==> src/hw/quad_dac_consts.vh <==
/*
  Constants for the quad 12-bit DAC serial load and update logic:
  frame lengths, frame field positions, register selects, control
  fields, reset values and the check polynomial.
  Assumes it is included by bare name from the design files only.
*/
`ifndef QUAD_DAC_CONSTS_VH
`define QUAD_DAC_CONSTS_VH

// ==========================================================
// Frame lengths and field positions
// ==========================================================
`define FRAME_BITS        6'd24
`define FRAME_BITS_CHECK  6'd32
`define FRAME_BITS_OVER   6'd33
`define CMD_RW_BIT        23
`define CMD_HEAD_MSB      23
`define CMD_HEAD_LSB      16
`define CMD_DREG_MSB      20
`define CMD_DREG_LSB      18
`define CMD_CH_MSB        17
`define CMD_CH_LSB        16
`define CMD_CODE_MSB      15
`define CMD_CODE_LSB      4

// ==========================================================
// Register selects carried in the frame
// ==========================================================
`define DREG_DAC_DATA     3'h0
`define DREG_CLEAR_CODE   3'h3
`define DREG_CHAN_CTRL    3'h4

// ==========================================================
// Per-channel control fields and reset values
// ==========================================================
`define CTL_RANGE_MSB     2
`define CTL_RANGE_LSB     0
`define CTL_OUT_EN        3
`define CTL_CLEAR_EN      4
`define CTL_WIDTH         5
`define RANGE_0_TO_5V     3'h0
`define RANGE_FIRST_CUR   3'h4
`define CTRL_RESET        5'h00
`define CODE_RESET        12'h000
`define CLEAR_CODE_RESET  12'h000

// ==========================================================
// Packet check
// ==========================================================
`define CHECK_POLY        8'h07
`define CHECK_INIT        8'h00

`endif

==> src/hw/quad_dac_serial_load_update.v <==
/*
  Serial load and output update logic of a quad 12-bit DAC: frame
  reception, packet check, input and DAC code registers, individual
  and simultaneous update, clear, readback and switch decoding.
  Assumes all pins are asynchronous to clk and that the serial clock
  runs well below a quarter of clk, so that every edge is seen.
*/
// What this block does
// - Commands arrive as 24-bit words, most significant bit first.
// - Serial data is sampled on each falling shift clock edge.
// - With packet checking on, frames are 32 bits instead of 24.
// - Load pin low: addressed channel output updates when frame-select rises.
// - Load pin high: first write per channel counts; later ones only read back.
// - Load pin falling after frame-select high updates all channels together.
// - Top four code bits become a fifteen-switch thermometer pattern.
// - Lower eight code bits drive the eight ladder switches directly.
// - Strap low at power-up: voltage and current outputs both high impedance.
// - Strap high at power-up: voltage outputs pulled down, current outputs off.
// - After power-up outputs stay disabled with range 0 V to 5 V.
// - Clear codes reset to zero, so a clear drives clear-enabled channels to code zero.
// - Channel codes are always unsigned straight binary.
// - At most one of voltage or current output is enabled per channel.
// - Four low data bits are ignored; bipolar zero is code with top bit only.
// - Channel code is taken from frame bits 15 down to 4.
// - In 32-bit frames the last eight bits carry the check code.
`include "quad_dac_consts.vh"

module quad_dac_serial_load_update #(
  parameter CHANNELS = 4,
  parameter CODE_W   = 12,
  parameter SEGMENTS = 15,
  parameter LADDER_W = 8
) (
  input  wire                         clk,
  input  wire                         rst_n,
  input  wire                         sclk,
  input  wire                         frame_sel_n,
  input  wire                         sdin,
  input  wire                         load_outputs_n,
  input  wire                         clear_req,
  input  wire                         packet_check,
  input  wire                         power_on_output_strap,
  output reg                          sdo,
  output reg  [CHANNELS*SEGMENTS-1:0] segment_switches,
  output reg  [CHANNELS*LADDER_W-1:0] ladder_switches,
  output reg  [CHANNELS-1:0]          vout_en,
  output reg  [CHANNELS-1:0]          iout_en,
  output reg  [CHANNELS-1:0]          vout_pulldown,
  output reg  [CHANNELS*3-1:0]        range_sel,
  output reg                          frame_error
);

  // ==========================================================
  // Pin synchronisation and edge detection
  // ==========================================================
  wire [6:0] pins_s;
  wire       sclk_s;
  wire       fs_s;
  wire       sdin_s;
  wire       load_s;
  wire       clear_s;
  wire       check_s;
  wire       strap_s;
  reg        sclk_d;
  reg        fs_d;
  reg        load_d;
  reg        clear_d;

  // Idle levels are the reset values so no false edge appears at release.
  sync_two_ff #(
    .WIDTH   (7),
    .RST_VAL (7'h0B)
  ) u_sync (
    .clk      (clk),
    .rst_n    (rst_n),
    .async_in ({power_on_output_strap, packet_check, clear_req, load_outputs_n,
                sdin, frame_sel_n, sclk}),
    .sync_out (pins_s)
  );

  assign sclk_s  = pins_s[0];
  assign fs_s    = pins_s[1];
  assign sdin_s  = pins_s[2];
  assign load_s  = pins_s[3];
  assign clear_s = pins_s[4];
  assign check_s = pins_s[5];
  assign strap_s = pins_s[6];

  // Previous synchronised levels, kept for edge finding.
  always @(posedge clk or negedge rst_n) begin
    if (!rst_n) begin
      sclk_d  <= 1'b1;
      fs_d    <= 1'b1;
      load_d  <= 1'b1;
      clear_d <= 1'b0;
    end else begin
      sclk_d  <= sclk_s;
      fs_d    <= fs_s;
      load_d  <= load_s;
      clear_d <= clear_s;
    end
  end

  wire sclk_fall  = sclk_d & ~sclk_s;
  wire sclk_rise  = ~sclk_d & sclk_s;
  wire fs_fall    = fs_d & ~fs_s;
  wire fs_rise    = ~fs_d & fs_s;
  wire load_fall  = load_d & ~load_s;
  wire clear_rise = ~clear_d & clear_s;

  // ==========================================================
  // Frame reception
  // ==========================================================
  reg [31:0] rx_shift;
  reg [5:0]  bit_cnt;

  // Data and clock share one synchroniser delay, so the sampled bit is the
  // one present at the falling edge.
  always @(posedge clk or negedge rst_n) begin
    if (!rst_n) begin
      rx_shift <= 32'h00000000;
      bit_cnt  <= 6'h00;
    end else if (fs_fall) begin
      bit_cnt <= 6'h00;
    end else if (!fs_s && sclk_fall) begin
      rx_shift <= {rx_shift[30:0], sdin_s};
      if (bit_cnt != `FRAME_BITS_OVER) begin
        bit_cnt <= bit_cnt + 6'h01;
      end
    end
  end

  // Check code over the 24 command bits, most significant bit first.
  function [7:0] check_code;
    input [23:0] word;
    integer      i;
    reg   [7:0]  acc;
    reg          fb;
    begin
      acc = `CHECK_INIT;
      for (i = 23; i >= 0; i = i - 1) begin
        fb  = acc[7] ^ word[i];
        acc = {acc[6:0], 1'b0} ^ (fb ? `CHECK_POLY : 8'h00);
      end
      check_code = acc;
    end
  endfunction

  // Command and check fields of the finished frame.
  wire [23:0] cmd      = check_s ? rx_shift[31:8] : rx_shift[23:0];
  wire [7:0]  rx_check = rx_shift[7:0];
  wire [5:0]  need     = check_s ? `FRAME_BITS_CHECK : `FRAME_BITS;
  wire        len_ok   = (bit_cnt == need);
  wire        check_ok = !check_s || (check_code(cmd) == rx_check);
  wire        exec     = fs_rise && len_ok && check_ok;

  wire                cmd_read = cmd[`CMD_RW_BIT];
  wire [2:0]          cmd_dreg = cmd[`CMD_DREG_MSB:`CMD_DREG_LSB];
  wire [1:0]          cmd_ch   = cmd[`CMD_CH_MSB:`CMD_CH_LSB];
  // Low four data bits are dropped; codes stay unsigned binary.
  wire [CODE_W-1:0]   cmd_code = cmd[`CMD_CODE_MSB:`CMD_CODE_LSB];
  wire [`CTL_WIDTH-1:0] cmd_ctl = cmd[`CTL_WIDTH-1:0];

  // ==========================================================
  // Channel registers and update control
  // ==========================================================
  reg [CODE_W-1:0]     input_code [0:CHANNELS-1];
  reg [CODE_W-1:0]     dac_code   [0:CHANNELS-1];
  reg [CODE_W-1:0]     rb_code    [0:CHANNELS-1];
  reg [CODE_W-1:0]     clear_code [0:CHANNELS-1];
  reg [`CTL_WIDTH-1:0] chan_ctrl  [0:CHANNELS-1];
  reg [CHANNELS-1:0]   pending;
  integer              c;

  // A simultaneous update is applied first so that a write ending in the
  // same cycle still lands on top of it.
  always @(posedge clk or negedge rst_n) begin
    if (!rst_n) begin
      pending <= {CHANNELS{1'b0}};
      for (c = 0; c < CHANNELS; c = c + 1) begin
        input_code[c] <= `CODE_RESET;
        dac_code[c]   <= `CODE_RESET;
        rb_code[c]    <= `CODE_RESET;
        clear_code[c] <= `CLEAR_CODE_RESET;
        chan_ctrl[c]  <= `CTRL_RESET;
      end
    end else begin
      if (load_fall && fs_s) begin
        pending <= {CHANNELS{1'b0}};
        for (c = 0; c < CHANNELS; c = c + 1) begin
          dac_code[c] <= input_code[c];
        end
      end
      if (clear_rise) begin
        for (c = 0; c < CHANNELS; c = c + 1) begin
          if (chan_ctrl[c][`CTL_CLEAR_EN]) begin
            dac_code[c] <= clear_code[c];
          end
        end
      end
      if (exec && !cmd_read) begin
        if (cmd_dreg == `DREG_DAC_DATA) begin
          rb_code[cmd_ch] <= cmd_code;
          if (!load_s) begin
            input_code[cmd_ch] <= cmd_code;
            dac_code[cmd_ch]   <= cmd_code;
            pending[cmd_ch]    <= 1'b0;
          end else if (!pending[cmd_ch]) begin
            input_code[cmd_ch] <= cmd_code;
            pending[cmd_ch]    <= 1'b1;
          end
        end else if (cmd_dreg == `DREG_CLEAR_CODE) begin
          clear_code[cmd_ch] <= cmd_code;
        end else if (cmd_dreg == `DREG_CHAN_CTRL) begin
          chan_ctrl[cmd_ch] <= cmd_ctl;
        end
      end
    end
  end

  // ==========================================================
  // Readback
  // ==========================================================
  reg  [23:0]       tx_shift;
  reg  [CODE_W-1:0] rd_value;

  // Source of a read, selected by the register field.
  always @* begin
    rd_value = {CODE_W{1'b0}};
    if (cmd_dreg == `DREG_DAC_DATA) begin
      rd_value = rb_code[cmd_ch];
    end else if (cmd_dreg == `DREG_CLEAR_CODE) begin
      rd_value = clear_code[cmd_ch];
    end else if (cmd_dreg == `DREG_CHAN_CTRL) begin
      rd_value = {{(CODE_W-`CTL_WIDTH){1'b0}}, chan_ctrl[cmd_ch]};
    end
  end

  // A read frame loads the answer, which leaves during the next frame,
  // changing on rising edges so the host can take it on falling ones.
  always @(posedge clk or negedge rst_n) begin
    if (!rst_n) begin
      tx_shift    <= 24'h000000;
      sdo         <= 1'b0;
      frame_error <= 1'b0;
    end else begin
      if (fs_rise) begin
        frame_error <= ~(len_ok && check_ok);
        if (exec && cmd_read) begin
          tx_shift <= {cmd[`CMD_HEAD_MSB:`CMD_HEAD_LSB], rd_value, 4'h0};
        end else begin
          tx_shift <= 24'h000000;
        end
      end else if (fs_fall) begin
        sdo <= tx_shift[23];
      end else if (!fs_s && sclk_rise) begin
        tx_shift <= {tx_shift[22:0], 1'b0};
        sdo      <= tx_shift[22];
      end
    end
  end

  // ==========================================================
  // Power-on strap capture
  // ==========================================================
  reg [1:0] strap_wait;
  reg       strap_high;

  // The strap is caught once, after the synchroniser has filled.
  always @(posedge clk or negedge rst_n) begin
    if (!rst_n) begin
      strap_wait <= 2'h0;
      strap_high <= 1'b0;
    end else if (strap_wait != 2'h3) begin
      strap_wait <= strap_wait + 2'h1;
      if (strap_wait == 2'h2) begin
        strap_high <= strap_s;
      end
    end
  end

  // ==========================================================
  // Switch decoding and output enables
  // ==========================================================
  integer s;
  integer k;

  // Outputs are registered; both output stages start off.
  always @(posedge clk or negedge rst_n) begin
    if (!rst_n) begin
      segment_switches <= {(CHANNELS*SEGMENTS){1'b0}};
      ladder_switches  <= {(CHANNELS*LADDER_W){1'b0}};
      vout_en          <= {CHANNELS{1'b0}};
      iout_en          <= {CHANNELS{1'b0}};
      vout_pulldown    <= {CHANNELS{1'b0}};
      range_sel        <= {CHANNELS{`RANGE_0_TO_5V}};
    end else begin
      // A loop index of its own keeps this process from sharing a variable with another.
      for (k = 0; k < CHANNELS; k = k + 1) begin
        for (s = 0; s < SEGMENTS; s = s + 1) begin
          segment_switches[k*SEGMENTS+s] <=
            (dac_code[k][CODE_W-1:LADDER_W] > s);
        end
        ladder_switches[k*LADDER_W +: LADDER_W] <=
          dac_code[k][LADDER_W-1:0];
        range_sel[k*3 +: 3] <= chan_ctrl[k][`CTL_RANGE_MSB:`CTL_RANGE_LSB];
        vout_en[k] <= chan_ctrl[k][`CTL_OUT_EN] &&
          (chan_ctrl[k][`CTL_RANGE_MSB:`CTL_RANGE_LSB] < `RANGE_FIRST_CUR);
        iout_en[k] <= chan_ctrl[k][`CTL_OUT_EN] &&
          (chan_ctrl[k][`CTL_RANGE_MSB:`CTL_RANGE_LSB] >= `RANGE_FIRST_CUR);
        // A disabled voltage output rests on the pull-down only with strap high.
        vout_pulldown[k] <= strap_high && !chan_ctrl[k][`CTL_OUT_EN];
      end
    end
  end

endmodule // quad_dac_serial_load_update

==> src/hw/sync_two_ff.v <==
/*
  Two flip-flop synchroniser for a bundle of independent levels.
  Assumes each bit is a slow level or a clock far slower than clk;
  bits are not coherent with each other across the crossing.
*/
module sync_two_ff #(
  parameter            WIDTH   = 1,
  parameter [WIDTH-1:0] RST_VAL = {WIDTH{1'b0}}
) (
  input  wire             clk,
  input  wire             rst_n,
  input  wire [WIDTH-1:0] async_in,
  output reg  [WIDTH-1:0] sync_out
);

  reg [WIDTH-1:0] meta;

  // The first stage feeds only the second stage.
  always @(posedge clk or negedge rst_n) begin
    if (!rst_n) begin
      meta     <= RST_VAL;
      sync_out <= RST_VAL;
    end else begin
      meta     <= async_in;
      sync_out <= meta;
    end
  end

endmodule // sync_two_ff

==> config.mk <==
export PLATFORM = sky130hd
export DESIGN_NAME = quad_dac_serial_load_update
export DESIGN_NICKNAME = d
export VERILOG_FILES = /design/src/hw/quad_dac_serial_load_update.v /design/src/hw/sync_two_ff.v
export VERILOG_INCLUDE_DIRS = /design/src /design/src/hw
export SDC_FILE = /design/constraint.sdc
export NUM_CORES = 1
export LEC_CHECK = 0
export ABC_AREA = 1
export CORE_AREA = 3 3 188 190
export DETAILED_ROUTE_END_ITERATION = 10
export DIE_AREA = 0 0 191 193
export DONT_BUFFER_PORTS = 1
export PLACE_DENSITY = 0.72
export SLEW_MARGIN = 20
export SYNTH_ARGS = -nofsm -noshare
export SYNTH_HDL_FRONTEND = slang
export SYNTH_SLANG_ARGS = --single-unit
==> constraint.sdc <==
create_clock -name clk -period 3.65 [get_ports clk]
set_clock_uncertainty 0.2 [all_clocks]
set_input_delay 0 -clock clk [delete_from_list [all_inputs] [get_ports clk]]
set_output_delay 0 -clock clk [all_outputs]
set_load 0.02 [all_outputs]
==> run summary <==
* 15.60k — number of global-route vias before repair
* 0.01100 uW — Pleak
* 14.65% — fraction of final layout cells with drive strength greater than 1
* 413 — Seq cells post-synth
* 5.817 — Via-to-Cell Ratio
* clkbuf_16 — clock tree root driver cell
* 28.96% — all-layer global routing usage
* 4.323 mm — total length of routed met3 wires
* 0 — Ant. Diodes
* input_code[40]$_DFFE_PN0P_ — FF-to-FF End
* 7 — combined buffer and inverter count along the critical path
* true — setup repair after global routing missed its margin
* met4 — Highest Signal Layer
* 27.31% — Switching Fraction
* 1724 — initial detailed-routing violation count
* 0.3869 mV — Worst IR Drop VDD
* 413 — number of sinks on the clock net
* input_code[40]$_DFFE_PN0P_ — capture point of the worst path
* -1.070 ns — Min Hold Slack
* 16.42k — total number of vias
* 0 — Remaining Overflow, GRT
* 481.2 mW/mm^2 — power density over cell area
* 16.69% — layout-stage area growth over the synthesis result
* 12.1% — combinational fraction of design power
* 0 ns — Fin Setup TNS
* 29 — number of cells traversed by the worst register-to-register path
* simple AND/OR/NAND/NOR gates — Largest delay share family, worst path
* 14 — hold-fix buffers at CTS
* 2358 — net count of the finished layout
* 0.9160 — global placer's final weighted congestion
* 3.612 ns — fin crit period
* 6 — total iterations of the first detailed-routing run
* 43 — number of buffers created by CTS
* 0.59 ns — clock latency at the later pin of the worst-skew pair
* input port to async pin — Hold Path Class
* 193 um — Vert. Die Dim
* 3 — maximum root-to-sink buffer count
* 191 um — chip width
* 0.04 ns — reg2reg setup slack
* 2957 uW — switching power
* 67 — row count
* 2699 — placed cells
* hold timing — violations in the final reports
* 0 — number of warning messages in the yosys log
* 0.03362 mm^2 — floorplan core area
* dfrtp_2 — cell with the largest stage delay on the worst path
* 0.06 ns — clock-pin slew of the registers on the worst-case setup and hold paths
* 127 — Boundary Pins
* 53.67% — fraction of the yosys area taken by sequential cells
* 98.95% — final worst path period share
* flip-flop — category of the worst setup path launch point
* 84.28 mm — first-pass GRT wire length
* 3.90 ns — worst path required time
* 414 — largest net degree at the start of global routing
* 100.0% — post-synthesis async set-or-reset flop share
* 413 — hold violation count in the final report
* dfrtp_1 — Post-synth top flop
* 0 — EDFF count, synth
* 21.31 mm — wire length the detailed router placed on met1
* 2823 — post-layout instance count excluding filler cells
* 0 — final setup violating endpoints
* flip-flop to flip-flop — kind of critical path
* 0.41 ns — peak per-stage delay on the critical path
* 40.4% — clock group share of total power
* built — clock tree from TritonCTS
* u_sync.sync_out[5]$_DFF_PN0_ — startpoint of the most critical setup path
* 8 — maximum fanout count along the critical path
* 34.97 mm — Detailed Place HPWL
* 0 — final-report max-slew violation count
* complete, but fails checks — outcome
* 2704 — number of inserted filler cells in the final layout
* 2301 — post-synthesis instance total
* flip-flop — Critical Path Sink Type
* 0.8947 ns — Worst Max-Slew Pin Slew
* 57.35% — Initial Util
* 0.01928 mm^2 — Mapped Area
* 0.03686 mm^2 — full die area
* 3.86 ns — CP Data Arrival Time
* 47.5% — Flop pwr share
* 7868 uW — Internal
* 0 — ANT nets after route
* 55.01 mm — final wirelength
* 19.49 um — routed wirelength normalized by instance count
* u_sync.sync_out[5]$_DFF_PN0_ — startpoint of the worst-slack reg-to-reg timing path
* 0 — final routed DRC violation total
* 0 — number of antenna violations at the first check in global routing
* nand2_1 — most frequent CP cell
* 2 — number of H-tree levels
* 29 — Worst path depth
* 26.86 mm — met2 WL post-DR
* 0 — reported max-cap violation count
* 0 — count of buffers inserted at the top-level ports
* 40.21% — remaining max-slew budget at the tightest pin
* 2317 — net count after synthesis
* 8.378 um^2 — mean instance size in the synthesized netlist
* 48 — count of different cell masters after synthesis
* 0.2769 GHz — Max Clk Rate
* 10820 uW — PnR Total Power
## registers in the layout (all words and copies together) (netlist names), 12 cells and up
signal / cells
range_sel: 12
tx_shift: 20
clear_code: 48
dac_code: 48
segment_switches: 60
rb_code: 48
rx_shift: 32
chan_ctrl: 20
ladder_switches: 32
input_code: 48
## power by group through the flow
stage          Clock (uW)  Combinational [uW]  Sequential, uW
2_1_floorplan           0                 831            5160
3_3_place_gp            0                1120            5210
3_5_place_dp            0                1140            5220
4_1_cts              4460                1180            5140
5_1_grt              4650                1440            5170
6_report             4370                1310            5140
## area by class of cell
class / count / area [um^2] / share of cell area [%]
clock inverters: 8 / 90.09 / 0.4005
well taps: 448 / 560.5 / 2.492
clock buffers: 70 / 1320 / 5.868
flip-flops and latches: 413 / 10350 / 46.00
repair inverters: 1 / 6.256 / 0.02781
repair buffers: 133 / 1433 / 6.369
multi-input cells: 1580 / 8089 / 35.96
inverters: 170 / 648.1 / 2.881
## routing by layer
metal	global-route usage [%]	up-vias
met2	49.02	703
met5	0	-
li1	-	7634
met3	5.460	166
met4	11.94	0
met1	36.99	7919
## synth_stat cells, types with 4 or more instances
| cell | number | share of area (%) |
|---|---|---|
| a21oi_1 | 67 | 1.7 |
| a22oi_1 | 22 | 0.86 |
| mux2i_1 | 8 | 0.42 |
| nor2_4 | 5 | 0.29 |
| o22ai_1 | 32 | 1.0 |
| nor2_1 | 90 | 1.8 |
| clkbuf_1 | 96 | 1.9 |
| buf_6 | 13 | 0.76 |
| o21ai_1 | 14 | 0.36 |
| dfrtp_1 | 404 | 52 |
| buf_2 | 22 | 0.57 |
| inv_1 | 163 | 3.2 |
| or2_2 | 6 | 0.19 |
| nand3_1 | 203 | 5.3 |
| ha_1 | 7 | 0.45 |
| o221ai_1 | 5 | 0.23 |
| o21bai_1 | 80 | 3.1 |
| nor3_1 | 11 | 0.29 |
| o211ai_1 | 33 | 1.3 |
| o21ai_0 | 228 | 5.9 |
| nand2_2 | 20 | 0.65 |
| o21ai_2 | 4 | 0.18 |
| dfstp_2 | 9 | 1.2 |
| buf_4 | 5 | 0.19 |
| o21a_1 | 5 | 0.19 |
| nand2_1 | 710 | 14 |
## placed cells by master (no fill, tap or decap), types with 5 or more instances in the layout
| master | count |
|---|---|
| clkbuf_1 | 15 |
| clkbuf_16 | 53 |
| nor2_2 | 5 |
| a22oi_1 | 22 |
| nand2_2 | 69 |
| o211ai_1 | 33 |
| o21a_1 | 5 |
| o21bai_1 | 79 |
| ha_1 | 6 |
| o21ai_0 | 215 |
| a21oi_1 | 66 |
| buf_12 | 15 |
| nor2_4 | 9 |
| buf_4 | 77 |
| nand2_1 | 645 |
| or2_2 | 6 |
| nand3_2 | 18 |
| o21ai_1 | 25 |
| dfrtp_1 | 403 |
| mux2i_1 | 8 |
| o22ai_1 | 32 |
| nor3_1 | 11 |
| inv_2 | 9 |
| dlygate4sd3_1 | 14 |
| nand3_1 | 185 |
| nand2_4 | 19 |
| dfstp_2 | 9 |
| nor2_1 | 83 |
| o221ai_1 | 5 |
| buf_6 | 17 |
| inv_1 | 157 |
| clkbuf_8 | 10 |
## worst min path at each step
| stage | start | end | slack (ns) | cells past startpoint |
|---|---|---|---|---|
| floorplan | rst_n | bit_cnt[0]$_DFFE_PN0P_ | -0.50 | 0 |
| global placement | rst_n | segment_switches[11]$_DFF_PN0_ | -0.49 | 0 |
| detailed placement | rst_n | ladder_switches[5]$_DFF_PN0_ | -0.49 | 0 |
| CTS | rst_n | clear_code[10]$_DFFE_PN0P_ | -1.10 | 0 |
| global route | rst_n | ladder_switches[5]$_DFF_PN0_ | -1.09 | 0 |
| finish | rst_n | ladder_switches[5]$_DFF_PN0_ | -1.07 | 0 |
## what timing repair did
item	CTS	global route
cloned	1	14
resized for setup	7	144
pin swaps	1	67
hold endpoints to repair	420	413
endpoints found under the setup margin	178	236
buffers inserted	5	13
## kinds of logic (layout without fill, tap and decap cells)
kind of cell	count (synthesis)	count (layout)	synth area share, %
buffers and inverters	309	382	6.789
flip-flops	413	413	53.67
AO/OA/AOI/OAI	497	497	15.22
AND/OR/NAND/NOR	1062	1063	23.22
adder cells (fa/ha/maj)	7	7	0.4543
multiplexers	8	8	0.4154
XOR/XNOR	5	5	0.2272
## per-stage QoR
| stage | instance area, um^2 | hold slack (ns) | worst slack (ns) | util, % |
|---|---|---|---|---|
| final | 22490 | -1.070 | 0.03824 | 66.91 |
| after global routing | 22490 | -1.094 | -0.1891 | 66.91 |
| after CTS | 21680 | -1.096 | 0.005822 | 64.48 |
| after detailed placement | 20030 | -0.4866 | -0.1655 | 59.59 |
| after global placement | 20030 | -0.4876 | -0.05072 | 59.59 |
| after floorplan | 19280 | -0.4956 | 0.3805 | - |
(Power assumes the default switching activity.)
